$ cat src/rtl/period_timer_pkg.sv
package period_timer_pkg;

   localparam int COUNT_W = 8;
   localparam int ADDR_W = 5;
   localparam int DATA_W = 32;
   localparam int PRE_CNT_W = 7;
   localparam int PRE_SEL_W = 3;
   localparam int POST_SEL_W = 4;
   localparam int MODE_W = 5;
   localparam int ERS_SEL_W = 8;

   localparam logic [ADDR_W-1:0] OFS_COUNT = 5'h00;
   localparam logic [ADDR_W-1:0] OFS_PERIOD = 5'h04;
   localparam logic [ADDR_W-1:0] OFS_CONTROL = 5'h08;
   localparam logic [ADDR_W-1:0] OFS_LIMIT_MODE = 5'h0c;
   localparam logic [ADDR_W-1:0] OFS_ERS_SELECT = 5'h10;
   localparam logic [ADDR_W-1:0] OFS_STATUS = 5'h14;

   localparam int CTL_RUN_BIT = 7;
   localparam int CTL_PRE_LSB = 4;
   localparam int CTL_POST_LSB = 0;
   localparam int STAT_RUN_BIT = 0;
   localparam int STAT_MATCH_BIT = 1;
   localparam int STAT_ERS_BIT = 2;

   localparam logic [COUNT_W-1:0] COUNT_RST = 8'h00;
   localparam logic [COUNT_W-1:0] PERIOD_RST = 8'hff;
   localparam logic [PRE_SEL_W-1:0] PRE_SEL_RST = 3'h0;
   localparam logic [POST_SEL_W-1:0] POST_SEL_RST = 4'h0;
   localparam logic [MODE_W-1:0] MODE_RST = 5'h00;
   localparam logic [ERS_SEL_W-1:0] ERS_SEL_RST = 8'h00;

   typedef enum logic [1:0] {
      GRP_FREE = 2'b00,
      GRP_ONESHOT = 2'b01,
      GRP_MIXED = 2'b10,
      GRP_RSVD = 2'b11
   } mode_grp_t;

   typedef enum logic [0:0] {
      ST_IDLE = 1'b0,
      ST_RUN = 1'b1
   } timer_state_t;

endpackage

$ cat src/rtl/ratio_count_if.sv
`timescale 1ns/100ps
interface ratio_count_if #(
   parameter int W = 4
);
   logic step;
   logic clear;
   logic [W-1:0] limit;
   logic hit;
   logic [W-1:0] count;

   modport owner (output step, output clear, output limit, input hit, input count);
   modport counter (input step, input clear, input limit, output hit, output count);
endinterface

$ cat src/rtl/ratio_counter.sv
`timescale 1ns/100ps
module ratio_counter #(
   parameter int W = 4
) (
   input wire logic clk_sys_i,
   input wire logic arst_n_i,
   input wire logic ce_i,
   ratio_count_if.counter cnt_if
);
   import period_timer_pkg::*;

   logic [W-1:0] cnt_q;
   logic [W-1:0] cnt_d;

   generate
      if (W < 1 || W > 16) begin : g_bad_w
         $error("ratio_counter width out of range");
      end
   endgenerate

   // The hit is combinational so the owner sees it in the very step that wraps.
   assign cnt_if.hit = cnt_if.step && (cnt_q == cnt_if.limit);
   assign cnt_if.count = cnt_q;

   always_comb begin
      cnt_d = cnt_q;
      if (cnt_if.clear) begin
         cnt_d = '0;
      end else if (cnt_if.step) begin
         if (cnt_q == cnt_if.limit) begin
            cnt_d = '0;
         end else begin
            cnt_d = W'(cnt_q + 1'b1);
         end
      end
   end

   always_ff @(posedge clk_sys_i or negedge arst_n_i) begin
      if (!arst_n_i) begin
         cnt_q <= '0;
      end else if (ce_i) begin
         cnt_q <= cnt_d;
      end
   end
endmodule // ratio_counter

$ cat src/rtl/period_timer_with_hw_limit.sv
// The Avalon-MM slave port and the register addresses were left to the implementer.
`timescale 1ns/100ps
module period_timer_with_hw_limit #(
   parameter int N_EXT = 4
) (
   input wire logic clk_sys_i,
   input wire logic arst_n_i,
   input wire logic ce_i,
   input wire logic [period_timer_pkg::ADDR_W-1:0] avs_address_i,
   input wire logic avs_read_i,
   input wire logic avs_write_i,
   input wire logic [3:0] avs_byteenable_i,
   input wire logic [period_timer_pkg::DATA_W-1:0] avs_writedata_i,
   output logic [period_timer_pkg::DATA_W-1:0] avs_readdata_o,
   output logic avs_waitrequest_o,
   input wire logic timer_tick_clock_i,
   input wire logic [N_EXT-1:0] ext_src_i,
   input wire logic debug_freeze_i,
   output logic [period_timer_pkg::COUNT_W-1:0] count_value_o,
   output logic period_match_o,
   output logic prescaled_tick_o,
   output logic period_event_pulse_o,
   output logic adc_trigger_o,
   output logic shutdown_src_o
);
   import period_timer_pkg::*;

   generate
      if (N_EXT < 1 || N_EXT > 256) begin : g_bad_n_ext
         $error("N_EXT must lie between 1 and 256");
      end
   endgenerate

   logic [COUNT_W-1:0] count_q;
   logic [COUNT_W-1:0] count_d;
   logic [COUNT_W-1:0] period_q;
   logic [COUNT_W-1:0] period_d;
   logic run_enable_q;
   logic run_enable_d;
   logic [PRE_SEL_W-1:0] pre_sel_q;
   logic [PRE_SEL_W-1:0] pre_sel_d;
   logic [POST_SEL_W-1:0] postscale_select_q;
   logic [POST_SEL_W-1:0] postscale_select_d;
   logic [MODE_W-1:0] mode_q;
   logic [MODE_W-1:0] mode_d;
   logic [ERS_SEL_W-1:0] ers_sel_q;
   logic [ERS_SEL_W-1:0] ers_sel_d;
   logic ers_prev_q;
   logic ers_prev_d;
   timer_state_t state_q;
   timer_state_t state_d;
   logic pulse_q;
   logic pulse_d;
   logic match_q;
   logic match_d;
   logic ptick_q;
   logic ptick_d;
   logic ack_q;
   logic ack_d;
   logic [DATA_W-1:0] rdata_q;
   logic [DATA_W-1:0] rdata_d;

   ratio_count_if #(.W(PRE_CNT_W)) pre_if ();
   ratio_count_if #(.W(POST_SEL_W)) post_if ();

   ratio_counter #(.W(PRE_CNT_W)) u_prescaler (
      .clk_sys_i(clk_sys_i),
      .arst_n_i(arst_n_i),
      .ce_i(ce_i),
      .cnt_if(pre_if.counter)
   );

   ratio_counter #(.W(POST_SEL_W)) u_postscaler (
      .clk_sys_i(clk_sys_i),
      .arst_n_i(arst_n_i),
      .ce_i(ce_i),
      .cnt_if(post_if.counter)
   );

   // Bus slave: while ce_i is high, every access costs exactly one wait cycle.
   logic bus_req;
   logic wr_acc;
   logic count_wr;
   logic period_wr;
   logic ctl_wr;
   logic mode_wr;
   logic ers_wr;

   assign bus_req = avs_read_i || avs_write_i;
   assign avs_waitrequest_o = bus_req && !ack_q;
   assign wr_acc = avs_write_i && ack_q && avs_byteenable_i[0];
   assign count_wr = wr_acc && (avs_address_i == OFS_COUNT);
   assign period_wr = wr_acc && (avs_address_i == OFS_PERIOD);
   assign ctl_wr = wr_acc && (avs_address_i == OFS_CONTROL);
   assign mode_wr = wr_acc && (avs_address_i == OFS_LIMIT_MODE);
   assign ers_wr = wr_acc && (avs_address_i == OFS_ERS_SELECT);

   // External source selection and trigger qualification.
   logic ers_raw;
   logic ers_eff;
   logic rise;
   logic fall;
   logic any_edge;

   always_comb begin
      ers_raw = 1'b0;
      for (int i = 0; i < N_EXT; i++) begin
         if (ers_sel_q == ERS_SEL_W'(i)) begin
            ers_raw = ext_src_i[i];
         end
      end
   end

   // Freezing the sampled level hides every edge and keeps each gate where it was.
   assign ers_eff = debug_freeze_i ? ers_prev_q : ers_raw;
   assign rise = timer_tick_clock_i && ers_eff && !ers_prev_q;
   assign fall = timer_tick_clock_i && !ers_eff && ers_prev_q;
   assign any_edge = rise || fall;

   // Mode decode.
   mode_grp_t grp;
   logic [2:0] variant;
   logic valid;
   logic gate;
   logic rst_cond;
   logic start_cond;
   logic is_shot;
   logic clears_run;

   always_comb begin
      grp = mode_grp_t'(mode_q[4:3]);
      variant = mode_q[2:0];
      valid = 1'b1;
      gate = 1'b1;
      rst_cond = 1'b0;
      start_cond = 1'b0;
      is_shot = 1'b0;
      clears_run = 1'b0;
      case (grp)
         GRP_FREE: begin
            case (variant)
               3'h1: gate = ers_eff;
               3'h2: gate = !ers_eff;
               3'h3: rst_cond = any_edge;
               3'h4: rst_cond = rise;
               3'h5: rst_cond = fall;
               3'h6: begin
                  rst_cond = !ers_eff;
                  gate = ers_eff;
               end
               3'h7: begin
                  rst_cond = ers_eff;
                  gate = !ers_eff;
               end
               default: gate = 1'b1;
            endcase
         end
         GRP_ONESHOT: begin
            is_shot = 1'b1;
            clears_run = 1'b1;
            case (variant)
               3'h0: start_cond = 1'b1;
               3'h1: start_cond = rise;
               3'h2: start_cond = fall;
               3'h3: start_cond = any_edge;
               3'h4: begin
                  start_cond = rise;
                  rst_cond = rise;
               end
               3'h5: begin
                  start_cond = fall;
                  rst_cond = fall;
               end
               3'h6: begin
                  start_cond = rise;
                  rst_cond = !ers_eff;
               end
               default: begin
                  start_cond = fall;
                  rst_cond = ers_eff;
               end
            endcase
         end
         GRP_MIXED: begin
            is_shot = 1'b1;
            case (variant)
               3'h1: start_cond = rise;
               3'h2: start_cond = fall;
               3'h3: start_cond = any_edge;
               3'h6: begin
                  clears_run = 1'b1;
                  start_cond = ers_eff;
                  rst_cond = !ers_eff;
               end
               3'h7: begin
                  clears_run = 1'b1;
                  start_cond = !ers_eff;
                  rst_cond = ers_eff;
               end
               default: valid = 1'b0;
            endcase
         end
         default: valid = 1'b0;
      endcase
   end

   // Counting core.
   logic active;
   logic rst_now;
   logic started;
   logic at_match;
   logic post_fire;

   assign rst_now = valid && run_enable_q && rst_cond;
   assign started = is_shot && (state_q == ST_IDLE) && run_enable_q && valid && start_cond;
   assign active = run_enable_q && valid && gate && (!is_shot || state_q == ST_RUN);
   assign at_match = pre_if.hit && !rst_now && (count_q == period_q);
   assign post_fire = at_match && post_if.hit;

   assign pre_if.step = active && timer_tick_clock_i;
   assign pre_if.limit = PRE_CNT_W'((8'h01 << pre_sel_q) - 8'h01);
   assign pre_if.clear = count_wr || ctl_wr || rst_now;
   assign post_if.step = at_match;
   assign post_if.limit = postscale_select_q;
   assign post_if.clear = count_wr || ctl_wr || rst_now || started;

   always_comb begin
      count_d = count_q;
      state_d = state_q;
      run_enable_d = run_enable_q;
      if (!run_enable_q || !valid) begin
         state_d = ST_IDLE;
      end else if (!is_shot) begin
         state_d = ST_RUN;
      end else if (started) begin
         state_d = ST_RUN;
      end
      if (rst_now) begin
         count_d = COUNT_RST;
      end else if (pre_if.hit) begin
         if (count_q == period_q) begin
            count_d = COUNT_RST;
            if (is_shot) begin
               state_d = ST_IDLE;
               if (clears_run) begin
                  run_enable_d = 1'b0;
               end
            end
         end else begin
            count_d = COUNT_W'(count_q + 1'b1);
         end
      end
      if (count_wr) begin
         count_d = avs_writedata_i[COUNT_W-1:0];
      end
      if (ctl_wr) begin
         run_enable_d = avs_writedata_i[CTL_RUN_BIT];
      end
   end

   always_comb begin
      pulse_d = pulse_q;
      if (!run_enable_q) begin
         pulse_d = 1'b0;
      end else if (timer_tick_clock_i) begin
         pulse_d = post_fire;
      end
      match_d = run_enable_q && (count_d == period_d);
      ptick_d = pre_if.hit;
      ers_prev_d = timer_tick_clock_i ? ers_eff : ers_prev_q;
   end

   // Register file.
   always_comb begin
      period_d = period_wr ? avs_writedata_i[COUNT_W-1:0] : period_q;
      pre_sel_d = pre_sel_q;
      postscale_select_d = postscale_select_q;
      mode_d = mode_wr ? avs_writedata_i[MODE_W-1:0] : mode_q;
      ers_sel_d = ers_wr ? avs_writedata_i[ERS_SEL_W-1:0] : ers_sel_q;
      if (ctl_wr) begin
         pre_sel_d = avs_writedata_i[CTL_PRE_LSB +: PRE_SEL_W];
         postscale_select_d = avs_writedata_i[CTL_POST_LSB +: POST_SEL_W];
      end
      ack_d = bus_req && !ack_q;
      rdata_d = rdata_q;
      if (ack_d && avs_read_i) begin
         rdata_d = '0;
         if (avs_address_i == OFS_COUNT) begin
            rdata_d[COUNT_W-1:0] = count_q;
         end else if (avs_address_i == OFS_PERIOD) begin
            rdata_d[COUNT_W-1:0] = period_q;
         end else if (avs_address_i == OFS_CONTROL) begin
            rdata_d[CTL_RUN_BIT] = run_enable_q;
            rdata_d[CTL_PRE_LSB +: PRE_SEL_W] = pre_sel_q;
            rdata_d[CTL_POST_LSB +: POST_SEL_W] = postscale_select_q;
         end else if (avs_address_i == OFS_LIMIT_MODE) begin
            rdata_d[MODE_W-1:0] = mode_q;
         end else if (avs_address_i == OFS_ERS_SELECT) begin
            rdata_d[ERS_SEL_W-1:0] = ers_sel_q;
         end else if (avs_address_i == OFS_STATUS) begin
            rdata_d[STAT_RUN_BIT] = active;
            rdata_d[STAT_MATCH_BIT] = match_q;
            rdata_d[STAT_ERS_BIT] = ers_eff;
         end
      end
   end

   always_ff @(posedge clk_sys_i or negedge arst_n_i) begin
      if (!arst_n_i) begin
         count_q <= COUNT_RST;
         period_q <= PERIOD_RST;
         run_enable_q <= 1'b0;
         pre_sel_q <= PRE_SEL_RST;
         postscale_select_q <= POST_SEL_RST;
         mode_q <= MODE_RST;
         ers_sel_q <= ERS_SEL_RST;
         ers_prev_q <= 1'b0;
         state_q <= ST_IDLE;
         pulse_q <= 1'b0;
         match_q <= 1'b0;
         ptick_q <= 1'b0;
         ack_q <= 1'b0;
         rdata_q <= '0;
      end else if (ce_i) begin
         count_q <= count_d;
         period_q <= period_d;
         run_enable_q <= run_enable_d;
         pre_sel_q <= pre_sel_d;
         postscale_select_q <= postscale_select_d;
         mode_q <= mode_d;
         ers_sel_q <= ers_sel_d;
         ers_prev_q <= ers_prev_d;
         state_q <= state_d;
         pulse_q <= pulse_d;
         match_q <= match_d;
         ptick_q <= ptick_d;
         ack_q <= ack_d;
         rdata_q <= rdata_d;
      end
   end

   assign avs_readdata_o = rdata_q;
   assign count_value_o = count_q;
   assign period_match_o = match_q;
   assign prescaled_tick_o = ptick_q;
   assign period_event_pulse_o = pulse_q;
   assign adc_trigger_o = pulse_q;
   assign shutdown_src_o = pulse_q;
endmodule // period_timer_with_hw_limit

$ cat config.mk
export PLATFORM = sky130hd
export DESIGN_NAME = period_timer_with_hw_limit
export DESIGN_NICKNAME = d
export VERILOG_FILES = /design/src/rtl/period_timer_pkg.sv /design/src/rtl/ratio_count_if.sv /design/src/rtl/ratio_counter.sv /design/src/rtl/period_timer_with_hw_limit.sv
export SDC_FILE = /design/constraint.sdc
export NUM_CORES = 1
export LEC_CHECK = 0
export BUFFER_PORTS_ARGS = -buffer_cell sky130_fd_sc_hd__buf_2
export CAP_MARGIN = 20
export CELL_PAD_IN_SITES_DETAIL_PLACEMENT = 2
export CELL_PAD_IN_SITES_GLOBAL_PLACEMENT = 2
export CORE_MARGIN = 2
export CORE_UTILIZATION = 30
export CTS_CLUSTER_SIZE = 8
export DETAILED_ROUTE_END_ITERATION = 10
export PLACE_DENSITY_LB_ADDON = 0.1
export SYNTH_ARGS = -nofsm -noshare
export SYNTH_HDL_FRONTEND = slang
export SYNTH_HIERARCHICAL = 1
export SYNTH_SLANG_ARGS = --single-unit
$ cat constraint.sdc
create_clock -name clk_sys_i -period 3.9 [get_ports clk_sys_i]
set_clock_uncertainty 0.2 [all_clocks]
set_input_delay 0.39 -clock clk_sys_i [delete_from_list [all_inputs] [get_ports clk_sys_i]]
set_output_delay 0.39 -clock clk_sys_i [all_outputs]
set_load 0.005 [all_outputs]
==> run_summary.xml <==
<?xml version="1.0" encoding="UTF-8"?>
<metrics>
  <group name="status">
    <metric name="run_status" unit="">finished, violations left</metric>
    <metric name="violated_checks" unit="">negative setup slack</metric>
  </group>
  <group name="sta">
    <metric name="fmax" unit="MHz">236</metric>
    <metric name="worst_pin_slew" unit="ps">578</metric>
    <metric name="drv_slew" unit="">0</metric>
    <metric name="final-setup-viol-count" unit="">1</metric>
    <metric name="period_needed" unit="ps">4240</metric>
    <metric name="timing.final.ws_setup" unit="ps">-345</metric>
    <metric name="totalNegativeSetupSlack" unit="ps">-345</metric>
    <metric name="timing.final.crit_share" unit="%">109</metric>
    <metric name="max_slew_margin" unit="%">61.5</metric>
    <metric name="finalHoldViolations" unit="">0</metric>
    <metric name="grt_setup_unrepaired" unit="">yes</metric>
  </group>
  <group name="power_and_ir_drop">
    <metric name="finalPower" unit="mW">2.19</metric>
    <metric name="vdd_ir_drop_max" unit="V">0.000220</metric>
    <metric name="cellPowerDensity" unit="nW/um2">374</metric>
    <metric name="p_leak" unit="nW">2.68</metric>
  </group>
  <group name="clock_network">
    <metric name="numClockSinks" unit="">62</metric>
    <metric name="tritoncts" unit="">built</metric>
    <metric name="clock_insertion_delay_worst_skew" unit="ps">340</metric>
    <metric name="clk_pin_slew" unit="ps">50</metric>
    <metric name="cts-root-buf" unit="">clkbuf_16</metric>
    <metric name="htree_num_levels" unit="">3</metric>
    <metric name="cts_inserted_buffers" unit="">9</metric>
    <metric name="clockBufferDepth" unit="">2</metric>
  </group>
  <group name="synth">
    <metric name="synth_edf_count" unit="">0</metric>
    <metric name="synth-seq-area-share" unit="%">34.4</metric>
    <metric name="synthDistinctLibCells" unit="">74</metric>
    <metric name="synth-main-ff-cell" unit="">dfrtp_1</metric>
    <metric name="synthesis.area" unit="um2">4550</metric>
    <metric name="synth_area_leaders" unit="">dfrtp_1, mux2_2, nand2_1, dfstp_2, buf_4</metric>
    <metric name="async_reset_ff_share" unit="%">100</metric>
    <metric name="synthesis.area_per_instance" unit="um2">8.78</metric>
    <metric name="synth_warnings" unit="">6</metric>
    <metric name="synth_top_cell_area_share" unit="%">29.7</metric>
    <metric name="postSynthCellCount" unit="">518</metric>
    <metric name="netlist.top_cell.by_area" unit="">dfrtp_1</metric>
    <metric name="yosys_register_bits" unit="">62</metric>
  </group>
  <group name="grt">
    <metric name="grt_start_max_net_pins" unit="">44</metric>
    <metric name="antenna_found_initial" unit="">0</metric>
    <metric name="first_global_vias" unit="">4691</metric>
    <metric name="grt_util_all_layers" unit="%">22.0</metric>
    <metric name="total_global_routing_overflow" unit="">0</metric>
    <metric name="grt_pass1_wl" unit="mm">27.2</metric>
  </group>
  <group name="final_layout">
    <metric name="finish.utilization" unit="%">39.9</metric>
    <metric name="final_area" unit="um2">5850</metric>
    <metric name="area_delta_synth_final" unit="%">28.7</metric>
    <metric name="drive_above_1_share" unit="%">33.4</metric>
    <metric name="antenna_diodes" unit="">0</metric>
    <metric name="finalNetCount" unit="">682</metric>
  </group>
  <group name="die">
    <metric name="initial_utilization" unit="%">31.0</metric>
    <metric name="num_io_pins" unit="">98</metric>
    <metric name="core_area" unit="um2">14600</metric>
    <metric name="dieWidth" unit="um">127</metric>
    <metric name="chipHeight" unit="um">127</metric>
    <metric name="die_area" unit="um2">16200</metric>
    <metric name="num_rows" unit="">44</metric>
  </group>
  <group name="placement">
    <metric name="preCtsSetupSlack" unit="ps">-537</metric>
    <metric name="portBuffers" unit="">46</metric>
    <metric name="dp.final_hpwl" unit="mm">12.8</metric>
    <metric name="place_congestion" unit="">0.891</metric>
    <metric name="post_dp_cell_area" unit="um2">5190</metric>
  </group>
  <group name="job">
    <metric name="timing.max_cap.violations" unit="">0</metric>
  </group>
  <group name="setup_path">
    <metric name="worstRegToRegCells" unit="">19</metric>
    <metric name="timing.rr.end" unit="">period_match_o</metric>
    <metric name="slowest_stage" unit="">mux4_2</metric>
    <metric name="crit_path_start_kind" unit="">flip-flop</metric>
    <metric name="timing.critical_path.cells" unit="">mux4_2 &gt; a31oi_4 &gt; xor2_2 &gt; a21oi_2 &gt; mux2i_1 &gt; a221o_1 &gt; nor2_4 &gt; and2_4 &gt; nand4_1 &gt; buf_4 &gt; xor2_4 &gt; o22ai_1 &gt; a21oi_1 &gt; o21ai_1 &gt; a22oi_1 &gt; nor2_1 &gt; a2111oi_2 &gt; nand3_1 &gt; o32ai_2</metric>
    <metric name="cp-end-kind" unit="">flip-flop</metric>
    <metric name="crit_arrival" unit="ps">4290</metric>
    <metric name="required_arrival_time_at_the_worst_endpoint" unit="ps">3950</metric>
    <metric name="regToRegStartpoint" unit="">ers_sel_q[0]</metric>
    <metric name="critical_path_peak_fanout" unit="">3</metric>
    <metric name="worst-setup-path-type" unit="">flip-flop to flip-flop</metric>
    <metric name="reg2reg_slack" unit="ps">-340</metric>
    <metric name="crit_path_max_incr_delay" unit="ps">550</metric>
  </group>
  <group name="drt">
    <metric name="post_route_drc_violation_count" unit="">0</metric>
    <metric name="routed_via_density" unit="">5.33</metric>
    <metric name="drtIter0Drc" unit="">181</metric>
    <metric name="total_number_of_vias" unit="">4328</metric>
    <metric name="postRouteAntennaNets" unit="">0</metric>
    <metric name="route.detailed.wl_per_inst" unit="um">21.5</metric>
    <metric name="total_length_of_routed_wires" unit="mm">17.5</metric>
    <metric name="dr.pass1.iters" unit="">4</metric>
  </group>
  <group name="hold_path">
    <metric name="holdCritStartpoint" unit="">timer_tick_clock_i</metric>
    <metric name="timing.hold.worst.class" unit="">primary input to flip-flop</metric>
    <metric name="worst_hold_stages" unit="">2</metric>
    <metric name="whs_endpoint" unit="">ers_prev_q</metric>
  </group>
</metrics>
==> critical path: cells and delay by family (launching register included) <==
family                 cells  cell delay, ps
flip-flops                 1             370
buffers and inverters      1             230
AND/OR/NAND/NOR            5             700
XOR/XNOR                   2             300
multiplexers               2             640
AO/OA/AOI/OAI              9            1720
==> repair_timing <==
action | 4_1_cts | 5_1_grt
pin swaps | 14 | 14
gates cloned | 0 | 0
resized for setup | 14 | 13
endpoints found under the hold margin | 19 | 0
endpoints found under the setup margin | 7 | 11
hold buffers | 1 | 0
setup buffers | 17 | 8
==> state kept, by name, indices dropped and copies added, names as in the netlist, 3 cells and up <==
name,cells
ers_sel_q,8
avs_readdata_o,8
pre_sel_q,3
u_prescaler/cnt_if.count,7
u_postscaler/cnt_if.count,4
count_value_o,8
period_q,8
post_if.limit,4
mode_q,5
==> layout make-up <==
type / count / area, um2
Fill cell: 1654 / 8790
Multi-Input combinational cell: 401 / 2810
Sequential cell: 62 / 1560
Timing Repair Buffer: 126 / 837
Clock buffer: 14 / 284
Tap cell: 184 / 230
Inverter: 23 / 86.3
Clock inverter: 2 / 37.5
==> cells in the final DEF, fill, tap and decap left out, types with 4 or more instances in the layout <==
master | netlist | final
ha_1 | 7 | 7
xor2_1 | 16 | 12
nand4_1 | 10 | 10
a31oi_1 | 9 | 9
o211ai_1 | 6 | 6
a21oi_1 | 20 | 18
nand2_1 | 60 | 60
buf_4 | 27 | 78
o31ai_1 | 5 | 5
clkbuf_8 | 0 | 4
inv_1 | 23 | 23
xnor2_1 | 20 | 20
buf_2 | 2 | 46
nor3_1 | 9 | 7
dfrtp_1 | 54 | 54
and3_1 | 5 | 5
a22oi_1 | 7 | 6
o21ai_0 | 36 | 35
o22ai_1 | 7 | 7
nor2_1 | 39 | 36
nand3_1 | 8 | 8
clkbuf_16 | 0 | 9
mux2_2 | 24 | 24
dfstp_2 | 8 | 8
a22o_1 | 8 | 8
nor2b_1 | 6 | 6
conb_1 | 1 | 24
and2_1 | 8 | 5
==> cell families after synthesis <==
group	synth area share, %
AO/OA/AOI/OAI	22.4
multiplexers	7.60
AND/OR/NAND/NOR	17.8
flip-flops	34.4
other	0.0825
XOR/XNOR	6.94
adder cells (fa/ha/maj)	1.93
buffers and inverters	8.89
==> through the flow <==
stage | std cells | hold slack (ps)
2_1_floorplan | 541 | -106
3_3_place_gp | 771 | 190
3_5_place_dp | 771 | 193
4_1_cts | 804 | 187
5_1_grt | 812 | 206
6_report | 812 | 184
==> metal layers <==
metal,GRT usage [%],vias to the layer above,wire length (um)
li1,-,2012,-
met1,29.6,2211,7750
met2,37.1,85,8880
met3,3.69,20,585
met4,5.11,0,246
met5,0,-,0
==> how the worst max path moves through the flow <==
| stage | from | to | slack [ps] | cells after the start |
|---|---|---|---|---|
| floorplan | ers_sel_q[0] | period_match_o | -180 | 19 |
| global placement | ext_src_i[3] | period_match_o | -400 | 20 |
| detailed placement | ext_src_i[3] | period_match_o | -540 | 19 |
| CTS | ers_sel_q[0] | period_match_o | -220 | 19 |
| global route | ers_sel_q[0] | period_match_o | -580 | 19 |
| finish | ers_sel_q[0] | period_match_o | -340 | 19 |
==> cell usage after synthesis, drive strengths merged, types with 8 or more instances <==
cell type	number
mux2	24
inv	23
nor2	40
buf	32
nand2	60
and2	8
nand3	9
clkbuf	23
xnor2	20
o21ai	39
dfstp	8
dfrtp	54
nor3	10
a31oi	10
xor2	16
a21oi	20
a22o	8
nand4	10
==> power breakdown <==
| group | total, mW | switching, mW | leakage (nW) | internal [mW] |
|---|---|---|---|---|
| combinational | 0.533 | 0.281 | 1.72 | 0.252 |
| clock | 0.872 | 0.307 | 0.155 | 0.565 |
| sequential | 0.783 | 0.0889 | 0.808 | 0.694 |
Power figures use the tool's default switching activity.
